==> src/pkg/tcc_pkg.sv <==
// Purpose: Constants and types shared by the 16-bit timer with capture
// Assumes: 8-bit CPU I/O port, one 125 MHz system clock
// Notes on behaviour
// Counter is seen as two byte locations, upper and lower eight bits.
// Any access to a high-byte location reaches the shared staging byte.
// Low read saves upper byte to staging; low write takes upper from it.
// Software may write staging once for several registers, uninterrupted.
// Each timer tick counts up, down or clears as mode and direction say.
// Peak indication at sequence top, floor indication at zero.
// Three-bit clock source select; zero stops the counter.
// Counter stays readable and writable with or without a timer tick.
// A CPU counter write beats any clear or count in that cycle.
// Four-bit waveform mode over both control registers sets the sequence.
// Overflow flag set where the mode says; it can request an interrupt.
// A matching edge on pin or comparator copies the count to capture.
// Capture flag set with the copy; enabled flag raises an interrupt.
// Capture flag clears on interrupt service or on writing a one.
// Capture low read copies high byte to staging; high read returns it.
// Capture accepts writes only in modes using it as peak.
// Trigger select routes comparator to capture; clear the flag after.
// Capture inputs are synchronised and edge-detected like the count pin.
// Filter moves only after four equal samples; feeds edge detector.
// Filter enable bit in control B; four-cycle delay on system clock; the code delays edges by five cycles.
// Filter and edge inputs active except in modes using capture as peak.
// Software driving the capture pin captures like an outside event.
// Software writes high before low, reads low before high.
// One staging byte is shared by all 16-bit registers of the timer.
// Floor is count 0x0000, maximum count is 0xffff.
// A configuration bit selects rising or falling capture edges.
package tcc_pkg;
  // I/O port map
  localparam int unsigned TCC_AW = 4;
  localparam logic [3:0] TCC_ADDR_CTRL_A = 4'h0;
  localparam logic [3:0] TCC_ADDR_CTRL_B = 4'h1;
  localparam logic [3:0] TCC_ADDR_CNT_LO = 4'h2;
  localparam logic [3:0] TCC_ADDR_CNT_HI = 4'h3;
  localparam logic [3:0] TCC_ADDR_CAP_LO = 4'h4;
  localparam logic [3:0] TCC_ADDR_CAP_HI = 4'h5;
  localparam logic [3:0] TCC_ADDR_FLAGS = 4'h6;
  localparam logic [3:0] TCC_ADDR_IRQ_EN = 4'h7;
  localparam logic [3:0] TCC_ADDR_CMP_CTL = 4'h8;
  // Reset values
  localparam logic [7:0] TCC_RST_BYTE = 8'h00;
  localparam logic [15:0] TCC_RST_WORD = 16'h0000;
  // Field positions
  localparam int unsigned TCC_CTLA_WGM_LSB = 0;
  localparam int unsigned TCC_CTLB_CS_LSB = 0;
  localparam int unsigned TCC_CTLB_WGM_LSB = 3;
  localparam int unsigned TCC_CTLB_EDGE_BIT = 6;
  localparam int unsigned TCC_CTLB_FILT_BIT = 7;
  localparam int unsigned TCC_FLAG_OVF_BIT = 0;
  localparam int unsigned TCC_FLAG_CAP_BIT = 5;
  localparam int unsigned TCC_CMP_TRIG_BIT = 2;
  // Counter limits
  localparam logic [15:0] TCC_FLOOR = 16'h0000;
  localparam logic [15:0] TCC_MAX = 16'hffff;
  localparam logic [15:0] TCC_TOP_8BIT = 16'h00ff;
  localparam logic [15:0] TCC_TOP_9BIT = 16'h01ff;
  localparam logic [15:0] TCC_TOP_10BIT = 16'h03ff;
  // Clock source select codes
  localparam logic [2:0] TCC_CS_STOP = 3'h0;
  localparam logic [2:0] TCC_CS_DIV1 = 3'h1;
  localparam logic [2:0] TCC_CS_DIV8 = 3'h2;
  localparam logic [2:0] TCC_CS_DIV64 = 3'h3;
  localparam logic [2:0] TCC_CS_DIV256 = 3'h4;
  localparam logic [2:0] TCC_CS_DIV1024 = 3'h5;
  localparam logic [2:0] TCC_CS_EXT_FALL = 3'h6;
  localparam logic [2:0] TCC_CS_EXT_RISE = 3'h7;
  // Prescaler masks: tick when all masked bits are ones
  localparam int unsigned TCC_PRE_W = 10;
  localparam logic [9:0] TCC_PRE_M8 = 10'h007;
  localparam logic [9:0] TCC_PRE_M64 = 10'h03f;
  localparam logic [9:0] TCC_PRE_M256 = 10'h0ff;
  localparam logic [9:0] TCC_PRE_M1024 = 10'h3ff;
  // Noise filter length in system clocks
  localparam int unsigned TCC_FILT_N = 4;
  // Count direction
  typedef enum logic {TCC_DIR_UP, TCC_DIR_DOWN} tcc_dir_t;
endpackage

==> src/core/tcc_timer16.sv <==
// Purpose: 16-bit timer/counter with input capture on an 8-bit I/O port
// Assumes: CPU keeps 16-bit byte pairs atomic, high write first
// Notes: Read data appear one clock after the read strobe
`timescale 1ns/10ps
module tcc_timer16 (
  // Clock and reset
  input wire logic clk,
  input wire logic reset_n,
  // CPU I/O port
  input wire logic [tcc_pkg::TCC_AW-1:0] io_addr,
  input wire logic io_rd,
  input wire logic io_wr,
  input wire logic [7:0] io_wdata,
  output logic [7:0] io_rdata,
  // Pins
  input wire logic ext_count_pin,
  input wire logic capture_pin,
  input wire logic comparator_out,
  // Interrupt requests and service acknowledges
  output logic overflow_irq,
  output logic capture_irq,
  input wire logic overflow_irq_ack,
  input wire logic capture_irq_ack,
  // Counter status
  output logic count_peak,
  output logic count_floor
);
  import tcc_pkg::*;

  // Reset release
  logic rst_meta;
  logic rst_n;

  always_ff @(posedge clk or negedge reset_n) begin
    if (!reset_n) begin
      rst_meta <= 1'b0;
      rst_n <= 1'b0;
    end else begin
      rst_meta <= 1'b1;
      rst_n <= rst_meta;
    end
  end

  // Registers
  logic [7:0] timer_ctrl_a;
  logic [7:0] timer_ctrl_b;
  logic [7:0] irq_en;
  logic [7:0] comparator_ctrl_status;
  logic [15:0] count_value;
  logic [15:0] capture_value;
  logic [7:0] temp_byte;
  logic overflow_flag;
  logic capture_flag;
  tcc_dir_t dir;
  logic [7:0] next_ctrl_a;
  logic [7:0] next_ctrl_b;
  logic [7:0] next_irq_en;
  logic [7:0] next_cmp_ctl;
  logic [15:0] next_count;
  logic [15:0] next_capture;
  logic [7:0] next_temp;
  logic next_ovf;
  logic next_cap_flag;
  tcc_dir_t next_dir;
  logic [7:0] next_rdata;

  // Decoded strobes
  wire logic wr_cnt_lo = io_wr && (io_addr == TCC_ADDR_CNT_LO);
  wire logic wr_cnt_hi = io_wr && (io_addr == TCC_ADDR_CNT_HI);
  wire logic rd_cnt_lo = io_rd && (io_addr == TCC_ADDR_CNT_LO);
  wire logic wr_cap_lo = io_wr && (io_addr == TCC_ADDR_CAP_LO);
  wire logic wr_cap_hi = io_wr && (io_addr == TCC_ADDR_CAP_HI);
  wire logic rd_cap_lo = io_rd && (io_addr == TCC_ADDR_CAP_LO);
  wire logic wr_flags = io_wr && (io_addr == TCC_ADDR_FLAGS);

  // Mode decode
  logic [3:0] waveform_mode_sel;
  logic [2:0] clock_source_select;
  logic filter_enable;
  logic edge_rising;
  logic comparator_trigger_sel;
  logic [15:0] top_val;
  logic dual_slope;
  logic cap_is_top;
  logic ovf_at_top;

  assign waveform_mode_sel = {timer_ctrl_b[TCC_CTLB_WGM_LSB +: 2],
                              timer_ctrl_a[TCC_CTLA_WGM_LSB +: 2]};
  assign clock_source_select = timer_ctrl_b[TCC_CTLB_CS_LSB +: 3];
  assign filter_enable = timer_ctrl_b[TCC_CTLB_FILT_BIT];
  assign edge_rising = timer_ctrl_b[TCC_CTLB_EDGE_BIT];
  assign comparator_trigger_sel = comparator_ctrl_status[TCC_CMP_TRIG_BIT];

  always_comb begin
    top_val = TCC_MAX;
    dual_slope = 1'b0;
    cap_is_top = 1'b0;
    ovf_at_top = 1'b0;
    case (waveform_mode_sel)
      4'h1: begin
        top_val = TCC_TOP_8BIT;
        dual_slope = 1'b1;
      end
      4'h2: begin
        top_val = TCC_TOP_9BIT;
        dual_slope = 1'b1;
      end
      4'h3: begin
        top_val = TCC_TOP_10BIT;
        dual_slope = 1'b1;
      end
      4'h5: begin
        top_val = TCC_TOP_8BIT;
        ovf_at_top = 1'b1;
      end
      4'h6: begin
        top_val = TCC_TOP_9BIT;
        ovf_at_top = 1'b1;
      end
      4'h7: begin
        top_val = TCC_TOP_10BIT;
        ovf_at_top = 1'b1;
      end
      4'h8, 4'ha: begin
        top_val = capture_value;
        dual_slope = 1'b1;
        cap_is_top = 1'b1;
      end
      4'h9, 4'hb: dual_slope = 1'b1;
      4'hc: begin
        top_val = capture_value;
        cap_is_top = 1'b1;
      end
      4'he: begin
        top_val = capture_value;
        cap_is_top = 1'b1;
        ovf_at_top = 1'b1;
      end
      4'hf: ovf_at_top = 1'b1;
      default: top_val = TCC_MAX;
    endcase
  end

  // Synchronisers and tick source
  logic ext_level;
  logic pin_level;
  logic cmp_level;
  logic timer_tick;

  tcc_sync3 u_sync_ext (
    .clk(clk),
    .rst_n(rst_n),
    .din(ext_count_pin),
    .level(ext_level)
  );
  tcc_sync3 u_sync_pin (
    .clk(clk),
    .rst_n(rst_n),
    .din(capture_pin),
    .level(pin_level)
  );
  tcc_sync3 u_sync_cmp (
    .clk(clk),
    .rst_n(rst_n),
    .din(comparator_out),
    .level(cmp_level)
  );
  tcc_prescale u_prescale (
    .clk(clk),
    .rst_n(rst_n),
    .clock_source_select(clock_source_select),
    .ext_level(ext_level),
    .timer_tick(timer_tick)
  );

  // Counter and overflow
  logic ovf_evt;

  always_comb begin
    next_count = count_value;
    next_dir = dir;
    ovf_evt = 1'b0;
    if (wr_cnt_lo) begin
      next_count = {temp_byte, io_wdata};
    end else if (timer_tick) begin
      if (dual_slope) begin
        if (dir == TCC_DIR_UP && count_value >= top_val) begin
          next_dir = TCC_DIR_DOWN;
          next_count = count_value - 16'h0001;
        end else if (dir == TCC_DIR_DOWN && count_value == TCC_FLOOR) begin
          next_dir = TCC_DIR_UP;
          next_count = count_value + 16'h0001;
          ovf_evt = 1'b1;
        end else if (dir == TCC_DIR_UP) begin
          next_count = count_value + 16'h0001;
        end else begin
          next_count = count_value - 16'h0001;
        end
      end else begin
        next_dir = TCC_DIR_UP;
        if (count_value == top_val) begin
          next_count = TCC_FLOOR;
        end else begin
          next_count = count_value + 16'h0001;
        end
        ovf_evt = ovf_at_top ? (count_value == top_val)
                             : (count_value == TCC_MAX);
      end
    end
    next_ovf = (overflow_flag && !overflow_irq_ack &&
                !(wr_flags && io_wdata[TCC_FLAG_OVF_BIT])) || ovf_evt;
  end
  assign count_peak = (count_value == top_val);
  assign count_floor = (count_value == TCC_FLOOR);
  assign overflow_irq = overflow_flag && irq_en[TCC_FLAG_OVF_BIT];
  always_ff @(posedge clk or negedge rst_n) begin
    if (!rst_n) begin
      count_value <= TCC_RST_WORD;
      dir <= TCC_DIR_UP;
      overflow_flag <= 1'b0;
    end else begin
      count_value <= next_count;
      dir <= next_dir;
      overflow_flag <= next_ovf;
    end
  end

  // Noise filter, edge detector and capture
  logic trig_level;
  logic [TCC_FILT_N-1:0] samples;
  logic [TCC_FILT_N-1:0] next_samples;
  logic filt_level;
  logic next_filt;
  logic edge_in;
  logic edge_prev;
  logic capture_evt;
  assign trig_level = comparator_trigger_sel ? cmp_level : pin_level;
  always_comb begin
    next_samples = {samples[TCC_FILT_N-2:0], trig_level};
    next_filt = filt_level;
    if (&samples) begin
      next_filt = 1'b1;
    end else if (~|samples) begin
      next_filt = 1'b0;
    end
    edge_in = filter_enable ? filt_level : trig_level;
    capture_evt = !cap_is_top &&
                  (edge_rising ? (edge_in && !edge_prev)
                               : (!edge_in && edge_prev));
    next_capture = capture_value;
    if (capture_evt) begin
      next_capture = count_value;
    end else if (wr_cap_lo && cap_is_top) begin
      next_capture = {temp_byte, io_wdata};
    end
    next_cap_flag = (capture_flag && !capture_irq_ack &&
                     !(wr_flags && io_wdata[TCC_FLAG_CAP_BIT])) ||
                    capture_evt;
  end
  assign capture_irq = capture_flag && irq_en[TCC_FLAG_CAP_BIT];
  always_ff @(posedge clk or negedge rst_n) begin
    if (!rst_n) begin
      samples <= '0;
      filt_level <= 1'b0;
      edge_prev <= 1'b0;
      capture_value <= TCC_RST_WORD;
      capture_flag <= 1'b0;
    end else begin
      samples <= next_samples;
      filt_level <= next_filt;
      edge_prev <= edge_in;
      capture_value <= next_capture;
      capture_flag <= next_cap_flag;
    end
  end

  // Staging byte, control registers and read data
  always_comb begin
    next_temp = temp_byte;
    if (wr_cnt_hi || wr_cap_hi) begin
      next_temp = io_wdata;
    end else if (rd_cnt_lo) begin
      next_temp = count_value[15:8];
    end else if (rd_cap_lo) begin
      next_temp = capture_value[15:8];
    end
    next_ctrl_a = timer_ctrl_a;
    next_ctrl_b = timer_ctrl_b;
    next_irq_en = irq_en;
    next_cmp_ctl = comparator_ctrl_status;
    if (io_wr) begin
      unique case (io_addr)
        TCC_ADDR_CTRL_A: next_ctrl_a = io_wdata;
        TCC_ADDR_CTRL_B: next_ctrl_b = io_wdata;
        TCC_ADDR_IRQ_EN: next_irq_en = io_wdata;
        TCC_ADDR_CMP_CTL: next_cmp_ctl = io_wdata;
        default: next_ctrl_a = timer_ctrl_a;
      endcase
    end
    next_rdata = io_rdata;
    if (io_rd) begin
      unique case (io_addr)
        TCC_ADDR_CTRL_A: next_rdata = timer_ctrl_a;
        TCC_ADDR_CTRL_B: next_rdata = timer_ctrl_b;
        TCC_ADDR_CNT_LO: next_rdata = count_value[7:0];
        TCC_ADDR_CNT_HI: next_rdata = temp_byte;
        TCC_ADDR_CAP_LO: next_rdata = capture_value[7:0];
        TCC_ADDR_CAP_HI: next_rdata = temp_byte;
        TCC_ADDR_FLAGS: begin
          next_rdata = TCC_RST_BYTE;
          next_rdata[TCC_FLAG_OVF_BIT] = overflow_flag;
          next_rdata[TCC_FLAG_CAP_BIT] = capture_flag;
        end
        TCC_ADDR_IRQ_EN: next_rdata = irq_en;
        TCC_ADDR_CMP_CTL: next_rdata = comparator_ctrl_status;
        default: next_rdata = TCC_RST_BYTE;
      endcase
    end
  end

  always_ff @(posedge clk or negedge rst_n) begin
    if (!rst_n) begin
      temp_byte <= TCC_RST_BYTE;
      timer_ctrl_a <= TCC_RST_BYTE;
      timer_ctrl_b <= TCC_RST_BYTE;
      irq_en <= TCC_RST_BYTE;
      comparator_ctrl_status <= TCC_RST_BYTE;
      io_rdata <= TCC_RST_BYTE;
    end else begin
      temp_byte <= next_temp;
      timer_ctrl_a <= next_ctrl_a;
      timer_ctrl_b <= next_ctrl_b;
      irq_en <= next_irq_en;
      comparator_ctrl_status <= next_cmp_ctl;
      io_rdata <= next_rdata;
    end
  end
endmodule

==> src/core/tcc_sync3.sv <==
// Purpose: Three-stage synchroniser for a pin level
// Assumes: Input is asynchronous to clk
// Notes: Output changes once stages two and three agree
`timescale 1ns/10ps
module tcc_sync3 (
  // Clock and reset
  input wire logic clk,
  input wire logic rst_n,
  // Level in and out
  input wire logic din,
  output logic level
);
  logic s1;
  logic s2;
  logic s3;
  logic next_level;

  always_comb begin
    next_level = (s2 == s3) ? s3 : level;
  end

  always_ff @(posedge clk or negedge rst_n) begin
    if (!rst_n) begin
      s1 <= 1'b0;
      s2 <= 1'b0;
      s3 <= 1'b0;
      level <= 1'b0;
    end else begin
      s1 <= din;
      s2 <= s1;
      s3 <= s2;
      level <= next_level;
    end
  end
endmodule

==> src/core/tcc_prescale.sv <==
// Purpose: Timer tick from system clock divider or count pin edges
// Assumes: ext_level already synchronised
// Notes: Divider runs freely; stop code gives no tick
`timescale 1ns/10ps
module tcc_prescale (
  // Clock and reset
  input wire logic clk,
  input wire logic rst_n,
  // Control
  input wire logic [2:0] clock_source_select,
  input wire logic ext_level,
  // Tick out
  output logic timer_tick
);
  import tcc_pkg::*;
  logic [TCC_PRE_W-1:0] pre;
  logic [TCC_PRE_W-1:0] next_pre;
  logic ext_prev;

  always_comb begin
    next_pre = pre + 10'h001;
    unique case (clock_source_select)
      TCC_CS_STOP: timer_tick = 1'b0;
      TCC_CS_DIV1: timer_tick = 1'b1;
      TCC_CS_DIV8: timer_tick = (pre & TCC_PRE_M8) == TCC_PRE_M8;
      TCC_CS_DIV64: timer_tick = (pre & TCC_PRE_M64) == TCC_PRE_M64;
      TCC_CS_DIV256: timer_tick = (pre & TCC_PRE_M256) == TCC_PRE_M256;
      TCC_CS_DIV1024: timer_tick = (pre & TCC_PRE_M1024) == TCC_PRE_M1024;
      TCC_CS_EXT_FALL: timer_tick = ext_prev && !ext_level;
      TCC_CS_EXT_RISE: timer_tick = !ext_prev && ext_level;
    endcase
  end

  always_ff @(posedge clk or negedge rst_n) begin
    if (!rst_n) begin
      pre <= '0;
      ext_prev <= 1'b0;
    end else begin
      pre <= next_pre;
      ext_prev <= ext_level;
    end
  end
endmodule

==> config.mk <==
export PLATFORM = sky130hd
export DESIGN_NAME = tcc_timer16
export DESIGN_NICKNAME = d
export VERILOG_FILES = /design/src/pkg/tcc_pkg.sv /design/src/core/tcc_timer16.sv /design/src/core/tcc_sync3.sv /design/src/core/tcc_prescale.sv
export SDC_FILE = /design/constraint.sdc
export NUM_CORES = 1
export LEC_CHECK = 0
export BUFFER_PORTS_ARGS = -buffer_cell sky130_fd_sc_hd__clkbuf_2
export CAP_MARGIN = 10
export CORE_AREA = 2 2 106 108
export DETAILED_ROUTE_END_ITERATION = 7
export DIE_AREA = 0 0 108 110
export HOLD_SLACK_MARGIN = 0.05
export MAX_ROUTING_LAYER = met4
export PLACE_DENSITY = 0.76
export SKIP_CTS_REPAIR_TIMING = 1
export SYNTH_ARGS = -nofsm -noshare
export SYNTH_HDL_FRONTEND = slang
export SYNTH_HIERARCHICAL = 1
export SYNTH_SLANG_ARGS = --single-unit
==> constraint.sdc <==
create_clock -name clk -period 4.4 [get_ports clk]
set_input_delay 0.88 -clock clk [delete_from_list [all_inputs] [get_ports clk]]
set_output_delay 0.88 -clock clk [all_outputs]
set_load 0.03 [all_outputs]
==> run summary, run 1 <==
outcome = finished clean
max cap viols = 0
met2 Track Usage GR = 0.514
initial antenna violation count = 0
fmax = 244 MHz
DP Wirelength = 12700 microns
CP max FO = 18
vias per cell = 6.58
Cell Area, Synth = 0.00648 sq mm
# diodes = 0
largest net degree at the start of global routing = 79
die area = 0.0119 sq mm
Max-slew headroom = 0.218
skew final = 0.0120 ns
r2r setup slk = 0.68 ns
ys flop type = dfrtp_1
total negative setup slack = 0 ns
worst skew pair latency = 0.54 ns
Worst Path Arrival = 3.21 ns
Synthesized Nets = 716
initial drt markers = 508
Cell variety after synth = 65
RePlAce Congestion = 0.980
Longest Clk Path Bufs = 2
Post-Synthesis Cells = 674
GRT Util Overall = 0.343
Leak = 3.28 nW
drt wl/cell = 21.5 microns
ys async rst share = 1.00
reg-to-reg startpoint = timer_ctrl_a[0]
Crit Path Category = register to output port
number of flops mapped to enable cells by yosys = 0
period utilization = 0.930
total number of vias = 5581
met3 usage = 0.0811
synthesis-to-layout area growth = 12.4%
Mean Syn Cell Area = 9.62 sq um
RSZ-0062 raised after global routing = false
YS warnings = 6
Slew Viols, Final = 0
post-route minimum period = 4.09 ns
drt first pass iters = 7
Ports = 33
CTS buffer count = 17
TritonCTS clock tree = done
first-pass GRT wire length = 29600 microns
Req. time, crit path = 3.52 ns
gr busiest metal = met2
Initial Util = 0.606
Worst-path clk slew = 0.06 ns
final setup fails = 0
met1 Usage GRT = 0.434
Core Region = 0.0107 sq mm
die width = 108 microns
startpoint class of the critical path = register
Power Density = 579 mW/mm^2
final global-route overflow total = 0
register bit count reported by yosys = 114
clk sinks = 114
Final nets = 737
share of post-route cells with drive strength above 1 = 0.184
Port Buffers = 32
Hold Crit Class = input port to asynchronous set/reset pin
r2r endpoint = count_value[11]
number of global-route vias before repair = 5549
Max IR drop VDD = 0.389 mV
Final Hold Fails = 0
chip height = 110 microns
DRC Markers = 0
Crit. End Element = output port
sequential area share after synthesis = 0.440
Post-DRT Antenna Nets = 0
DRT Wirelength = 18300 microns
# H-tree levels = 4
CTS root buf = clkbuf_8
Rows = 38
Worst R2R Path Depth = 10
Slew @ Worst Pin = 1.17 ns
final core occ = 0.682
## registers in the layout (all words and copies together) (netlist names), 4 cells and up
register	cells
capture_value	16
comparator_ctrl_status	8
count_value	16
io_rdata	8
irq_en	8
samples	4
temp_byte	8
timer_ctrl_a	8
timer_ctrl_b	8
u_prescale/pre	10
## power breakdown
group | internal [mW] | leakage, nW | switching, mW | total (mW)
Combinational | 0.527 | 1.59 | 0.714 | 1.24
Sequential | 1.30 | 1.42 | 0.390 | 1.69
Clock | 0.818 | 0.266 | 0.476 | 1.29
## area by class of cell
type                       instances  area, sq um
clock buffer                      23          447
clock inverter                     9          108
fill                             829         3410
inverter                          19         71.3
multi-input combinational        503         3410
sequential                       114         2860
tap                              140          175
timing repair buffer              40          220
## cells in the final DEF (no fill, tap or decap), types with 10 or more instances in the layout
cell | netlist | routed
a21oi_1 | 22 | 22
a22oi_1 | 36 | 36
clkbuf_16 | 0 | 16
clkbuf_2 | 0 | 32
dfrtp_1 | 114 | 113
ha_1 | 21 | 21
inv_1 | 19 | 19
mux2_2 | 42 | 42
mux2i_1 | 25 | 25
nand2_1 | 93 | 93
nand3_1 | 21 | 21
nor2_1 | 41 | 41
nor3_1 | 14 | 14
o21ai_0 | 39 | 39
o22ai_1 | 11 | 11
or3_1 | 10 | 10
## metal layers
metal,share of wire,routed length (microns)
met1,0.41,7450
met2,0.46,8410
met3,0.086,1570
met4,0.045,823
met5,0,0
## Yosys cell counts, types with 4 or more instances
library cell / instances / share of area
xor2_1: 7 / 0.0095
dfrtp_1: 114 / 0.44
or2_2: 4 / 0.0039
o21ai_0: 39 / 0.030
nand4b_1: 4 / 0.0054
mux2i_1: 25 / 0.039
nand2_1: 93 / 0.054
a22oi_1: 36 / 0.042
a221o_1: 7 / 0.011
nor2_1: 41 / 0.024
nand3_1: 21 / 0.016
nor3_1: 14 / 0.011
a21oi_1: 22 / 0.017
nor2b_1: 8 / 0.0077
inv_1: 19 / 0.011
and3_1: 7 / 0.0068
a31oi_1: 5 / 0.0048
clkbuf_1: 32 / 0.019
nand4_1: 7 / 0.0068
nand2b_1: 7 / 0.0068
a221oi_1: 4 / 0.0054
mux2_2: 42 / 0.073
ha_1: 21 / 0.041
and2_1: 5 / 0.0048
xnor2_1: 8 / 0.011
buf_2: 4 / 0.0031
or3_1: 10 / 0.0096
o22ai_1: 11 / 0.011
## worst max-delay path: stages (launching register included)
cell and delay, ns:
dfrtp_1 0.45, nand2b_1 0.48, or2_2 0.43, ha_1 0.29
nand4_1 0.17, nor4_4 0.55, clkbuf_2 0.30
## kinds of logic after synthesis
family,synth area share
and+or+nand+nor,0.185
AOI/OAI and AO/OA,0.162
DFF,0.440
muxes,0.112
buffers and inverters,0.0349
adders and majority gates,0.0457
xor gates and xnor gates,0.0203
other,0.000578
## worst max-delay path by stage
stage	start	end	slack, ns	cells after the start
final	timer_ctrl_a[0]	count_peak	0.31	6
after global routing	timer_ctrl_a[0]	count_peak	0.17	6
after CTS	timer_ctrl_a[0]	count_peak	0.21	6
after detailed placement	timer_ctrl_a[0]	count_value[10]	0.82	10
after global placement	timer_ctrl_a[0]	count_value[10]	0.87	11
after floorplan	timer_ctrl_a[0]	count_value[10]	0.89	13
## metrics by stage
step	total power [mW]	std cells	area, sq um	hold WS [ns]	setup WS [ns]
2_1_floorplan	2.49	674	6480	0.331	0.894
3_3_place_gp	2.82	816	6730	0.336	0.874
3_5_place_dp	2.88	816	6730	0.335	0.820
4_1_cts	4.19	848	7280	0.110	0.210
5_1_grt	4.45	848	7290	0.106	0.166
6_report	4.22	848	7290	0.125	0.310
(Power assumes the default switching activity.)
==> run 2, diff against run 1 <==
CORE_AREA = 2 2 107 109   (was 2 2 106 108)
DIE_AREA = 0 0 109 111   (was 0 0 108 110)
PLACE_DENSITY = 0.75   (was 0.76)
==> run summary, run 2 (synthesized netlist as in run 1, its figures left out) <==
share of post-route cells with drive strength above 1 = 0.193 (was 0.184)
post-route minimum period = 3.75 ns (was 4.09 ns)
reg-to-reg startpoint = timer_ctrl_a[0] (unchanged)
clk sinks = 114 (unchanged)
# diodes = 0 (unchanged)
Final Cell Area = 0.00734 sq mm (was 0.00729 sq mm)
Req. time, crit path = 3.52 ns (about the same)
CP max FO = 18 (unchanged)
Ports = 33 (unchanged)
Worst Setup SP = timer_ctrl_a[0] (unchanged)
Worst Path Arrival = 2.87 ns (was 3.21 ns)
CTS buffer count = 17 (unchanged)
Final nets = 739 (was 737)
Initial Util = 0.585 (was 0.606)
Crit Path Category = register to output port (unchanged)
drt wl/cell = 21.1 microns (was 21.5 microns)
Crit. End Element = output port (unchanged)
Max IR drop VDD = 0.395 mV (was 0.389 mV)
fmax = 266 MHz (was 244 MHz)
GRT Util Overall = 0.330 (was 0.343)
startpoint class of the critical path = register (unchanged)
final global-route overflow total = 0 (unchanged)
number of global-route vias before repair = 5491 (was 5549)
DP Wirelength = 12500 microns (was 12700 microns)
Power Density = 582 mW/mm^2 (was 579 mW/mm^2)
total number of vias = 5465 (was 5581)
first-pass GRT wire length = 29200 microns (was 29600 microns)
initial drt markers = 677 (was 508)
Leak = 3.30 nW (was 3.28 nW)
Post-DRT Antenna Nets = 0 (unchanged)
DRT Wirelength = 18000 microns (was 18300 microns)
worst skew pair latency = 0.43 ns (was 0.54 ns)
total negative setup slack = 0 ns (unchanged)
TritonCTS clock tree = done (unchanged)
skew final = 0.0145 ns (was 0.0120 ns)
Hold Crit Class = input port to asynchronous set/reset pin (unchanged)
register area = 0.00286 sq mm (unchanged)
synthesis-to-layout area growth = 13.2% (was 12.4%)
final setup fails = 0 (unchanged)
initial antenna violation count = 0 (unchanged)
die area = 0.0121 sq mm (was 0.0119 sq mm)
outcome = finished clean (unchanged)
chip height = 111 microns (was 110 microns)
largest net degree at the start of global routing = 84 (was 79)
DRC Markers = 0 (unchanged)
Core Region = 0.0111 sq mm (was 0.0107 sq mm)
placed cell areas = 0.00675 sq mm (was 0.00673 sq mm)
period utilization = 0.853 (was 0.930)
Slew Viols, Final = 0 (unchanged)
vias per cell = 6.41 (was 6.58)
multi-input logic area = 0.00341 sq mm (about the same)
Longest Clk Path Bufs = 2 (unchanged)
# fillers = 877 (was 829)
die width = 109 microns (was 108 microns)
Port Buffers = 32 (unchanged)
most frequent cells in the layout = dfrtp_1, nand2_1, mux2_2 (unchanged)
Final Hold Fails = 0 (unchanged)
Max-slew headroom = 0.248 (was 0.218)
max cap viols = 0 (unchanged)
RePlAce Congestion = 0.930 (was 0.980)
Worst-path clk slew = 0.05 ns (was 0.06 ns)
# H-tree levels = 4 (unchanged)
Slew @ Worst Pin = 1.12 ns (was 1.17 ns)
CTS root buf = clkbuf_16 (was clkbuf_8)
RSZ-0062 raised after global routing = false (unchanged)
commonest non-fill, non-tap cell in the layout = dfrtp_1 (unchanged)
Rows = 39 (was 38)
drt first pass iters = 5 (was 7)
biggest regs = capture_value x16, count_value x16, u_prescale/pre x10 (unchanged)
-- run 2: cell count changes in the layout (fill, tap and decap cells not counted) --
cell / delta
clkbuf_1: -5
inv_6: +5
buf_4: +2
clkbuf_16: +1
clkbuf_8: -1
nor4_2: +1
nor4_4: -1
-- run 2: report_power, final --
| group | leakage [nW] | total [mW] | internal [mW] | switching (mW) |
|---|---|---|---|---|
| registers | 1.42 | 1.70 | 1.30 | 0.404 |
| logic | 1.59 | 1.20 | 0.522 | 0.676 |
| clock network | 0.288 | 1.37 | 0.853 | 0.518 |
| total | 3.30 | 4.27 | 2.67 | 1.60 |
-- run 2: stage by stage --
stage,worst slack (ns),hold slack (ns),util,total power [mW],std cells
3_5_place_dp,0.923,0.335,0.609,2.87,821
2_1_floorplan,0.894,0.331,-,2.49,674
4_1_cts,0.662,0.221,0.662,4.26,853
3_3_place_gp,0.998,0.337,0.609,2.81,821
6_report,0.647,0.236,0.662,4.27,853
5_1_grt,0.456,0.233,0.662,4.51,853
-- run 2: metal layers --
| layer | GRT usage | up-vias | wire [microns] |
|---|---|---|---|
| met5 | - | - | 0 |
| met4 | 0.130 | 0 | 654 |
| met3 | 0.0876 | 54 | 1650 |
| met2 | 0.481 | 283 | 8430 |
| met1 | 0.439 | 2623 | 7220 |
| li1 | - | 2505 | - |
-- run 2: final timing paths --
check,slack (ns),end,cells past startpoint
setup / recovery,0.65,count_peak,7
hold / removal,0.24,rst_n,1
setup reg to reg,0.85,count_value[4],11
hold reg to reg,0.35,rst_n,0
max in group asynchronous,2.86,timer_ctrl_a[2],1
min in group clk,0.35,rst_n,0
-- run 2: area by class of cell --
| cell class | count | share of cell area |
|---|---|---|
| clock buffers | 18 | 0.0598 |
| clock inverters | 14 | 0.0206 |
| inverters | 19 | 0.00972 |
| multi-input cells | 503 | 0.464 |
| flip-flops and latches | 114 | 0.389 |
| well taps | 143 | 0.0244 |
| repair buffers | 42 | 0.0321 |
-- run 2: critical path, cell delays in order, from the launching register on --
cell	delay, ns
dfrtp_1	0.45
nand2b_1	0.48
or2_2	0.43
ha_1	0.27
nand4_1	0.13
nor4_2	0.28
buf_4	0.20
clkbuf_2	0.21
